===== src/shared/sms_defs.vh =====
`ifndef SMS_DEFS_VH
`define SMS_DEFS_VH

// ----------------------------------------------------------------------
// Parameter indices
// ----------------------------------------------------------------------
`define SMS_IDX_POS_RANGE    16'h2431
`define SMS_IDX_OUT_COND     16'h2432
`define SMS_IDX_DELAY_TIME   16'h2433
`define SMS_IDX_ZERO_THR     16'h2434
`define SMS_IDX_COIN_RANGE   16'h2435
`define SMS_IDX_REACH_THR    16'h2436
`define SMS_IDX_STATUS       16'h2440

// ----------------------------------------------------------------------
// Reset values
// ----------------------------------------------------------------------
`define SMS_RST_POS_RANGE    16'h0014
`define SMS_RST_OUT_COND     16'h0001
`define SMS_RST_DELAY_TIME   16'h0000
`define SMS_RST_ZERO_THR     16'h0032
`define SMS_RST_COIN_RANGE   16'h0032
`define SMS_RST_REACH_THR    16'h03E8

// ----------------------------------------------------------------------
// Output condition codes
// ----------------------------------------------------------------------
`define SMS_COND_DEV_ONLY    16'h0000
`define SMS_COND_NO_CMD      16'h0001
`define SMS_COND_NO_CMD_ZS   16'h0002
`define SMS_COND_HOLD_TIME   16'h0003
`define SMS_COND_LATE_START  16'h0004

// ----------------------------------------------------------------------
// Status word bit positions
// ----------------------------------------------------------------------
`define SMS_ST_INP           0
`define SMS_ST_ZERO          1
`define SMS_ST_REACH         2
`define SMS_ST_COIN          3
`define SMS_ST_DLY_DONE      4

// ----------------------------------------------------------------------
// Timing and hysteresis
// ----------------------------------------------------------------------
`define SMS_HYST_RPM         17'h0000A
`define SMS_CLK_PERIOD_NS    50
`define SMS_DELAY_UNIT_NS    1000000

`endif


===== src/hw/sms_status.v =====
`timescale 1ns/1ps
`include "sms_defs.vh"

//
// Contract
// - In position when deviation magnitude within range
// - Condition 0: deviation only, ignore command
// - Condition 1: no command and deviation small
// - Condition 2: also requires zero-speed output on
// - Condition 3: output latched after delay, held until next command
// - Condition 4: detect only after post-stop delay
// - Delay in milliseconds; zero means no delay
// - Coincidence when command minus feedback within range
// - Zero speed uses speed magnitude, both directions
module sms_status #(
  parameter MS_CYCLES = `SMS_DELAY_UNIT_NS / `SMS_CLK_PERIOD_NS
) (
  input  wire        clk,
  input  wire        sys_rst,
  input  wire        par_wr_en,
  input  wire        par_rd_en,
  input  wire [15:0] par_index,
  input  wire [15:0] par_wdata,
  output reg  [15:0] par_rdata,
  output reg         par_rd_valid,
  input  wire        pos_mode,
  input  wire        pos_cmd_active,
  input  wire [31:0] pos_deviation,
  input  wire [15:0] speed_fb,
  input  wire [15:0] speed_cmd,
  output reg         in_position_output,
  output reg         zero_speed_output,
  output reg         speed_reached_output,
  output reg         speed_coincidence_output
);

  // ----------------------------------------------------------------------
  // Parameter registers
  // ----------------------------------------------------------------------
  reg  [15:0] positioning_complete_range_q;
  reg  [15:0] positioning_output_condition_q;
  reg  [15:0] positioning_delay_time_q;
  reg  [15:0] zero_speed_threshold_q;
  reg  [15:0] speed_coincidence_range_q;
  reg  [15:0] speed_reached_threshold_q;

  // New values land here and are seen by the comparators one cycle later
  always @(posedge clk) begin
    if (sys_rst) begin
      positioning_complete_range_q   <= `SMS_RST_POS_RANGE;
      positioning_output_condition_q <= `SMS_RST_OUT_COND;
      positioning_delay_time_q       <= `SMS_RST_DELAY_TIME;
      zero_speed_threshold_q         <= `SMS_RST_ZERO_THR;
      speed_coincidence_range_q      <= `SMS_RST_COIN_RANGE;
      speed_reached_threshold_q      <= `SMS_RST_REACH_THR;
    end else if (par_wr_en) begin
      case (par_index)
        `SMS_IDX_POS_RANGE:  positioning_complete_range_q   <= par_wdata;
        `SMS_IDX_OUT_COND:   positioning_output_condition_q <= par_wdata;
        `SMS_IDX_DELAY_TIME: positioning_delay_time_q       <= par_wdata;
        `SMS_IDX_ZERO_THR:   zero_speed_threshold_q         <= par_wdata;
        `SMS_IDX_COIN_RANGE: speed_coincidence_range_q      <= par_wdata;
        `SMS_IDX_REACH_THR:  speed_reached_threshold_q      <= par_wdata;
        default: begin
        end
      endcase
    end
  end

  // ----------------------------------------------------------------------
  // Magnitudes
  // ----------------------------------------------------------------------
  wire [31:0] dev_abs = pos_deviation[31] ? (~pos_deviation + 32'h00000001) : pos_deviation;
  wire        dev_near = (dev_abs <= {16'h0000, positioning_complete_range_q});

  // Full-scale negative maps to 0x8000, which still fits unsigned
  wire [15:0] spd_abs = speed_fb[15] ? (~speed_fb + 16'h0001) : speed_fb;

  wire [16:0] spd_err = {speed_cmd[15], speed_cmd} - {speed_fb[15], speed_fb};
  wire [16:0] err_abs = spd_err[16] ? (~spd_err + 17'h00001) : spd_err;
  wire        coin_c  = (err_abs <= {1'b0, speed_coincidence_range_q});

  // ----------------------------------------------------------------------
  // Speed detectors
  // ----------------------------------------------------------------------
  wire zero_det;
  wire reach_det;

  sms_hys #(
    .ABOVE (0)
  ) u_zero_hys (
    .clk     (clk),
    .sys_rst (sys_rst),
    .mag     (spd_abs),
    .thr     (zero_speed_threshold_q),
    .det_q   (zero_det)
  );

  sms_hys #(
    .ABOVE (1)
  ) u_reach_hys (
    .clk     (clk),
    .sys_rst (sys_rst),
    .mag     (spd_abs),
    .thr     (speed_reached_threshold_q),
    .det_q   (reach_det)
  );

  // ----------------------------------------------------------------------
  // Post-stop delay timer
  // ----------------------------------------------------------------------
  wire dly_done;

  sms_dly #(
    .MS_CYCLES (MS_CYCLES)
  ) u_dly (
    .clk       (clk),
    .sys_rst   (sys_rst),
    .restart   (pos_cmd_active),
    .limit     (positioning_delay_time_q),
    .expired_q (dly_done)
  );

  // ----------------------------------------------------------------------
  // Hold latch for the timed condition
  // ----------------------------------------------------------------------
  // A zero delay expires on the first cycle after the stop, so the latch
  // then simply stays on until the next command arrives.
  reg hold_q;

  always @(posedge clk) begin
    if (sys_rst) begin
      hold_q <= 1'b0;
    end else if (pos_cmd_active) begin
      hold_q <= 1'b0;
    end else if (dev_near && dly_done) begin
      hold_q <= 1'b1;
    end
  end

  // ----------------------------------------------------------------------
  // In-position qualification
  // ----------------------------------------------------------------------
  reg inp_c;

  always @* begin
    inp_c = 1'b0;
    case (positioning_output_condition_q)
      `SMS_COND_DEV_ONLY:   inp_c = dev_near;
      `SMS_COND_NO_CMD:     inp_c = dev_near && !pos_cmd_active;
      `SMS_COND_NO_CMD_ZS:  inp_c = dev_near && !pos_cmd_active && zero_det;
      `SMS_COND_HOLD_TIME:  inp_c = hold_q && !pos_cmd_active;
      `SMS_COND_LATE_START: inp_c = dev_near && !pos_cmd_active && dly_done;
      // Out-of-range codes fall back to the reset behaviour
      default:              inp_c = dev_near && !pos_cmd_active;
    endcase
  end

  // ----------------------------------------------------------------------
  // Registered outputs
  // ----------------------------------------------------------------------
  always @(posedge clk) begin
    if (sys_rst) begin
      in_position_output       <= 1'b0;
      zero_speed_output        <= 1'b0;
      speed_reached_output     <= 1'b0;
      speed_coincidence_output <= 1'b0;
    end else begin
      in_position_output       <= pos_mode && inp_c;
      zero_speed_output        <= zero_det;
      speed_reached_output     <= reach_det;
      speed_coincidence_output <= coin_c;
    end
  end

  // ----------------------------------------------------------------------
  // Parameter read-back
  // ----------------------------------------------------------------------
  always @(posedge clk) begin
    if (sys_rst) begin
      par_rdata    <= 16'h0000;
      par_rd_valid <= 1'b0;
    end else begin
      par_rd_valid <= par_rd_en;
      if (par_rd_en) begin
        case (par_index)
          `SMS_IDX_POS_RANGE:  par_rdata <= positioning_complete_range_q;
          `SMS_IDX_OUT_COND:   par_rdata <= positioning_output_condition_q;
          `SMS_IDX_DELAY_TIME: par_rdata <= positioning_delay_time_q;
          `SMS_IDX_ZERO_THR:   par_rdata <= zero_speed_threshold_q;
          `SMS_IDX_COIN_RANGE: par_rdata <= speed_coincidence_range_q;
          `SMS_IDX_REACH_THR:  par_rdata <= speed_reached_threshold_q;
          `SMS_IDX_STATUS: begin
            par_rdata <= 16'h0000;
            par_rdata[`SMS_ST_INP]      <= in_position_output;
            par_rdata[`SMS_ST_ZERO]     <= zero_speed_output;
            par_rdata[`SMS_ST_REACH]    <= speed_reached_output;
            par_rdata[`SMS_ST_COIN]     <= speed_coincidence_output;
            par_rdata[`SMS_ST_DLY_DONE] <= dly_done;
          end
          // Unknown index answers zero
          default:             par_rdata <= 16'h0000;
        endcase
      end
    end
  end

endmodule // sms_status


===== src/hw/sms_hys.v =====
`timescale 1ns/1ps
`include "sms_defs.vh"

module sms_hys #(
  parameter ABOVE = 1
) (
  input  wire        clk,
  input  wire        sys_rst,
  input  wire [15:0] mag,
  input  wire [15:0] thr,
  output reg         det_q
);

  // Both edges formed without subtraction so a threshold below the band cannot wrap
  wire over_hi  = {1'b0, mag} > ({1'b0, thr} + `SMS_HYST_RPM);
  wire under_lo = ({1'b0, mag} + `SMS_HYST_RPM) < {1'b0, thr};
  wire set_c    = (ABOVE != 0) ? over_hi : under_lo;
  wire clr_c    = (ABOVE != 0) ? under_lo : over_hi;

  always @(posedge clk) begin
    if (sys_rst) begin
      det_q <= 1'b0;
    end else if (set_c) begin
      det_q <= 1'b1;
    end else if (clr_c) begin
      det_q <= 1'b0;
    end
  end

endmodule // sms_hys


===== src/hw/sms_dly.v =====
`timescale 1ns/1ps
`include "sms_defs.vh"

module sms_dly #(
  parameter MS_CYCLES = 20000
) (
  input  wire        clk,
  input  wire        sys_rst,
  input  wire        restart,
  input  wire [15:0] limit,
  output reg         expired_q
);

  localparam PW = (MS_CYCLES > 2) ? $clog2(MS_CYCLES) : 1;
  localparam integer  PRE_LAST_I = MS_CYCLES - 1;
  localparam [PW-1:0] PRE_LAST   = PRE_LAST_I[PW-1:0];

  reg [PW-1:0] pre_q;
  reg [15:0]   ms_q;

  // Elapsed time saturates at the limit so a long idle never wraps
  always @(posedge clk) begin
    if (sys_rst || restart) begin
      pre_q     <= {PW{1'b0}};
      ms_q      <= 16'h0000;
      expired_q <= 1'b0;
    end else begin
      expired_q <= (ms_q >= limit);
      if (ms_q < limit) begin
        if (pre_q == PRE_LAST) begin
          pre_q <= {PW{1'b0}};
          ms_q  <= ms_q + 16'h0001;
        end else begin
          pre_q <= pre_q + {{(PW-1){1'b0}}, 1'b1};
        end
      end
    end
  end

endmodule // sms_dly


===== config.mk =====
export PLATFORM = sky130hd
export DESIGN_NAME = sms_status
export DESIGN_NICKNAME = d
export VERILOG_FILES = /design/src/hw/sms_status.v /design/src/hw/sms_hys.v /design/src/hw/sms_dly.v
export VERILOG_INCLUDE_DIRS = /design/src /design/src/shared
export SDC_FILE = /design/constraint.sdc
export NUM_CORES = 1
export LEC_CHECK = 0
export ABC_AREA = 1
export BUFFER_PORTS_ARGS = -buffer_cell sky130_fd_sc_hd__buf_4
export CAP_MARGIN = 15
export CORE_ASPECT_RATIO = 0.5
export CORE_MARGIN = 8
export CORE_UTILIZATION = 55
export CTS_CLUSTER_SIZE = 20
export DETAILED_ROUTE_END_ITERATION = 8
export GPL_TIMING_DRIVEN = 0
export MAX_ROUTING_LAYER = met4
export PLACE_DENSITY = 0.75
export SYNTH_ARGS = -nofsm -noshare
export SYNTH_HDL_FRONTEND = slang
export SYNTH_SLANG_ARGS = --single-unit
export TNS_END_PERCENT = 50

===== constraint.sdc =====
create_clock -name clk -period 4.05 [get_ports clk]
set_input_delay 0.405 -clock clk [delete_from_list [all_inputs] [get_ports clk]]
set_output_delay 0.405 -clock clk [all_outputs]
set_load 0.02 [all_outputs]

Yosys cells after proc, flatten, opt, wreduce, memory -nomap -nowiden:

Cells that the tools add are included.

* register bits after elaboration: 152
* input port bits: 102
* output and inout bits: 21
* logic and storage cells: 78

* add/sub/neg operators: 9
* order comparisons: 8
* eq/ne operators: 11
* muxes and demuxes: 10
* bitwise operators: 3
* reductions and logical operators: 19

Operators by type and width (number)
* equality test 16 x 14 -> 1 bit (second input constant): 7
* case mux 16 bit (7 select lines): 1
* adder 16 x 4 -> 17 bit (second input constant): 3
* > comparator 16 x 17 -> 1 bit: 2
* less-than comparator 17 x 16 -> 1 bit: 2
* adder 16 x 1 -> 16 bit (second input constant): 2
* adder 32 x 1 -> 32 bit (second input constant): 1
* equality test 16 x 2 -> 1 bit (second input constant): 2
* less-or-equal comparator 32 x 16 -> 1 bit: 1
* 2-to-1 mux 32 bit: 1
* inverter 32 bit: 1
* adder 17 x 1 -> 17 bit (second input constant): 1
* less-or-equal comparator 17 x 16 -> 1 bit: 1
* 2-to-1 mux 17 bit: 1
* inverter 17 bit: 1
* subtractor 16 x 16 -> 17 bit: 1
* equality test 16 x 3 -> 1 bit (second input constant): 1
* >= comparator 16 bit: 1
* zero test 16 bit: 1
* less-than comparator 16 bit: 1
* 2-to-1 mux 16 bit: 1
* inverter 16 bit: 1
* adder 15 x 1 -> 15 bit (second input constant): 1
* equality test 15 bit (second input constant): 1
* other kinds (9): 24

Longest topological paths before layout:

* depth in word-level cells: 8
* mapped depth: 30
* depth with buffers taken out: 30

Hierarchy:

From an unflattened synthesis, not the netlist that was laid out.

* cell total of the unflattened synthesis: 2115
* area total of the unflattened synthesis: 13609.3 um^2

Modules (own cells, without submodules)
* sms_status: instances 1, cells each 1292, area an instance 8479.4 um^2, sequential area each 2362.3 um^2
* sms_dly: instances 1, cells each 400, area an instance 2442.3 um^2, sequential area each 640.6 um^2
* sms_hys (u_zero_hys): instances 1, cells each 218, area an instance 1378.8 um^2, sequential area each 20.0 um^2
* sms_hys (u_reach_hys): instances 1, cells each 205, area an instance 1308.8 um^2, sequential area each 20.0 um^2

Worst setup path after synthesis:

OpenSTA, ideal clock, no wires.

* kind: input port to flip-flop
* start point: in speed_cmd[0]
* end point: reg speed_coincidence_output
* setup time: 0.113 ns
* arrival: 3.153 ns
* data required time: 3.937 ns
* slack: 0.784 ns
* stages on the path: 29
* buffers on the path: 1
* cell sequence: inv_1 > ha_1 > fa_1 > inv_1 > nand3_1 > nand2_1 > nand2_1 > nand2_1 > nand3_1 > o211ai_1 > nand2_1 > inv_1 > buf_4 > nand2_1 > xnor2_1 > ha_1 > nand2_1 > nor2_1 > nand3b_1 > nand4_1 > nand2_1 > nand2_1 > nand2_1 > nand2_1 > nand2_1 > nand2_1 > nand2_1 > nand2_1 > nor2_1

* longest elaborated chain between the ends: 5

Ends and longest elaborated chain
* from (decl): RTL line sms_status.v:30 `input wire [15:0] speed_cmd,`
* subtractor 16 x 16 -> 17 bit (*): RTL line sms_status.v:79 `wire [16:0] spd_err = {speed_cmd[15], speed_cmd} - {speed_fb[15], speed_fb};`
* inverter 17 bit: RTL line sms_status.v:80 `wire [16:0] err_abs = spd_err[16] ? (~spd_err + 17'h00001) : spd_err;`
* adder 17 x 1 -> 17 bit: RTL line sms_status.v:80
* 2-to-1 mux 17 bit (*): RTL line sms_status.v:80
* less-or-equal comparator 17 x 16 -> 1 bit (*): RTL line sms_status.v:81 `wire coin_c = (err_abs <= {1'b0, speed_coincidence_range_q});`
* to (signal assigned): RTL line sms_status.v:172 `speed_coincidence_output <= coin_c;`
* to (decl): RTL line sms_status.v:34 `output reg speed_coincidence_output`

Every way passes the cells marked *; elsewhere a longest branch is shown, timed or not.
A chain may end at the register's enable or synchronous reset.

Worst setup path in the final report:

* start point: in speed_fb[0]
* end point: reg speed_coincidence_output

* longest elaborated chain between the ends: 5

Ends and longest elaborated chain
* from (decl): RTL line sms_status.v:29 `input wire [15:0] speed_fb,`
* subtractor 16 x 16 -> 17 bit (*): RTL line sms_status.v:79
* inverter 17 bit: RTL line sms_status.v:80
* adder 17 x 1 -> 17 bit: RTL line sms_status.v:80
* 2-to-1 mux 17 bit (*): RTL line sms_status.v:80
* less-or-equal comparator 17 x 16 -> 1 bit (*): RTL line sms_status.v:81

Marks and branches as above.

==> results.ini <==
[status]
outcome = complete, no violations

[floorplanning]
ios = 123
die_area_um2 = 28400
die_h_um = 123
die_x_um = 230
rows = 39
start_util_pct = 55.7
core_area_um2 = 22700

[layout]
layout_common_cells = nand2_1, inv_1, a21oi_1, nor2_1, dfxtp_1
layout_commonest_cell = nand2_1
drive_above_1_share_pct = 9.75
fin_cells = 2400
multi_input_area_um2 = 8380
ff_latch_area_um2 = 3040
fin_nets = 2316
synthToLayoutAreaGrowth_pct = 15.1
nFillCells = 2237
final_util_pct = 64.1

[clock_tree]
htreeDepth = 4
numCtsBuffers = 17
cts_sinks = 152
tritoncts = yes
cts_buffer_depth = 2
clkTransAtPathRegs_ns = 0.07
cts_root_buf = clkbuf_16
worstSkewPairLatency_ns = 0.43
hold_buffers = 0

[timing]
fmax_mhz = 277
min_period_over_period_pct = 89.1
layout_min_cycle_time_ns = 3.61
slew_headroom_pct = 42.4
rsz0062_at_grt = no
finalHoldViolCount = 0
setup-tns-final_ns = 0
fin_skew_ns = 0.0109
tightest_slew_ns = 0.856
final_max_slew_viol_count = 0
setup_violations = 0

[placed_design]
hpwl_um = 32700
place_inst = 2367
portBuffers = 120
gp_congestion = 0.968

[synthesis]
synth_seq_area_share_pct = 24.1
ys_warn_count = 0
synthCells = 1940
synth_edf_count = 0
synth_top_area_share_pct = 24.1
synth_area_um2 = 12600
synthTopCellsByArea = dfxtp_1, ha_1, nand2_1, a21oi_1, inv_1
syn_avg_cell_area_um2 = 6.51
synth.distinct_cells = 44
synthFlopType = dfxtp_1
async_flop_share_pct = 0
ys_ff_latch = 152
yosysTopAreaCell = dfxtp_1
synth_fp_nets = 2177

[critical_path]
crit_slowest_cell = fa_1
cp_max_fo = 10
endpoint = speed_coincidence_output$_SDFF_PP0_
timing.rr.end = u_zero_hys.det_q$_SDFFE_PP0P_
crit_arrival_ns = 3.96
worst_path_most_repeated_cell = nand2_1
r2r_start = zero_speed_threshold_q[1]$_SDFFE_PP1P_
regToRegSetupSlack_ns = 0.84
worstSetupPathType = input pin to flip-flop
critPathCaptureType = flip-flop
reg2regPathDepth = 17
cp-startpoint = speed_fb[0]
worstPathRequired_ns = 4.40
cp-start-kind = input pin
cpPeakStageDelay_ns = 0.41

[routing]
top_layer = met4
wl_met3_um = 3250
wl_met2_um = 17700
vias = 13194
avgRoutedWirePerCell_um = 16.5
drtIter0Drc = 1041
ant_nets = 0
wl_um = 39700
m1WireLength_um = 17400
remaining_drc_errors = 0
firstDrtPassIters = 5
vias_per_cell = 5.50

[pwr]
p_per_area_nw_per_um2 = 287
leakagePower_nw = 6.55
ir_drop_v = 0.000310

[grt]
grt_pass1_wl_um = 62400
gr-total-overflow = 0
antenna_found_initial = 1
grt_pass1_vias = 12343
grt_max_degree = 17
gr-usage-all-layers_pct = 28.2

[job]
maxCapViolations = 0

[worst_hold_path]
hp-class = input pin to flip-flop

## kinds of logic after synthesis
logic type                 after synthesis  share of synthesized area, %
adders and majority gates              135                          13.4
AOI/OAI and AO/OA                      437                          18.2
DFF                                    152                          24.1
and+or+nand+nor                        793                          27.0
xor gates and xnor gates               103                          7.56
buffers and inverters                  320                          9.67
## worst min-delay path by stage
stage,start,endpoint,slack [ns],cells after the start
after detailed placement,u_reach_hys.det_q$_SDFFE_PP0P_,speed_reached_output$_SDFF_PP0_,0.41,2
after global placement,u_reach_hys.det_q$_SDFFE_PP0P_,speed_reached_output$_SDFF_PP0_,0.42,2
final,pos_mode,in_position_output$_SDFF_PP0_,0.22,3
after CTS,pos_mode,in_position_output$_SDFF_PP0_,0.20,3
after global routing,pos_mode,in_position_output$_SDFF_PP0_,0.22,3
after floorplan,u_reach_hys.det_q$_SDFFE_PP0P_,speed_reached_output$_SDFF_PP0_,0.40,2
## routing by layer
metal,vias up,global-route usage [%]
li1,6718,-
met1,5899,35.4
met2,491,45.8
met3,86,4.56
met4,0,11.1
met5,-,-
## where the power goes
group	total, mW	switching, mW	internal, mW
registers	1.51	0.00426	1.50
clock network	1.66	0.728	0.937
logic	1.00	0.608	0.393
## stage by stage
step | total power [mW] | instance area [µm²] | hold slack (ns) | worst slack (ns)
5_1_grt | 4.37 | 14500 | 0.224 | 0.0424
3_5_place_dp | 2.53 | 13900 | 0.415 | -0.276
6_report | 4.17 | 14500 | 0.217 | 0.441
3_3_place_gp | 2.52 | 13900 | 0.421 | -0.293
4_1_cts | 4.16 | 14500 | 0.205 | 0.156
2_1_floorplan | 2.22 | 12600 | 0.400 | 0.784
## sequential cells by signal, indices dropped and copies added, names as in the netlist
signal and count:
hold_q 1, in_position_output 1, par_rd_valid 1, par_rdata 16, positioning_complete_range_q 16, positioning_delay_time_q 16
positioning_output_condition_q 16, speed_coincidence_output 1, speed_coincidence_range_q 16, speed_reached_output 1, speed_reached_threshold_q 16, u_dly.expired_q 1
u_dly.ms_q 16, u_dly.pre_q 15, u_reach_hys.det_q 1, u_zero_hys.det_q 1, zero_speed_output 1, zero_speed_threshold_q 16
## repair_timing
action	in CTS	in global routing
endpoints found under the setup margin	0	1
buffers inserted	0	0
gates resized for setup	0	4
## synthesized netlist by cell type (all sizes together), types with 32 or more instances
master	n
nand2	405
inv	268
a21oi	233
nor2	178
dfxtp	152
o21ai	146
ha	134
nand3	114
xor2	80
nand4	43
clkbuf	40
o22ai	32
## critical path, delay by kind of cell
kind | cells | cell delay, ns
AND/OR/NAND/NOR | 19 | 1.74
adder cells (fa/ha/maj) | 3 | 0.89
buffers and inverters | 4 | 0.58
AO/OA/AOI/OAI | 2 | 0.20
XOR/XNOR | 1 | 0.13
## layout make-up
type,instances,share of cell area [%]
Antenna cell,1,0.0172
Tap cell,307,2.64
Clock inverter,15,1.23
Buffer,50,1.43
Multi-Input combinational cell,1468,57.6
Clock buffer,17,2.93
Timing Repair Buffer,120,6.20
Inverter,270,6.97
Sequential cell,152,20.9
Power figures use the tool's default switching activity.
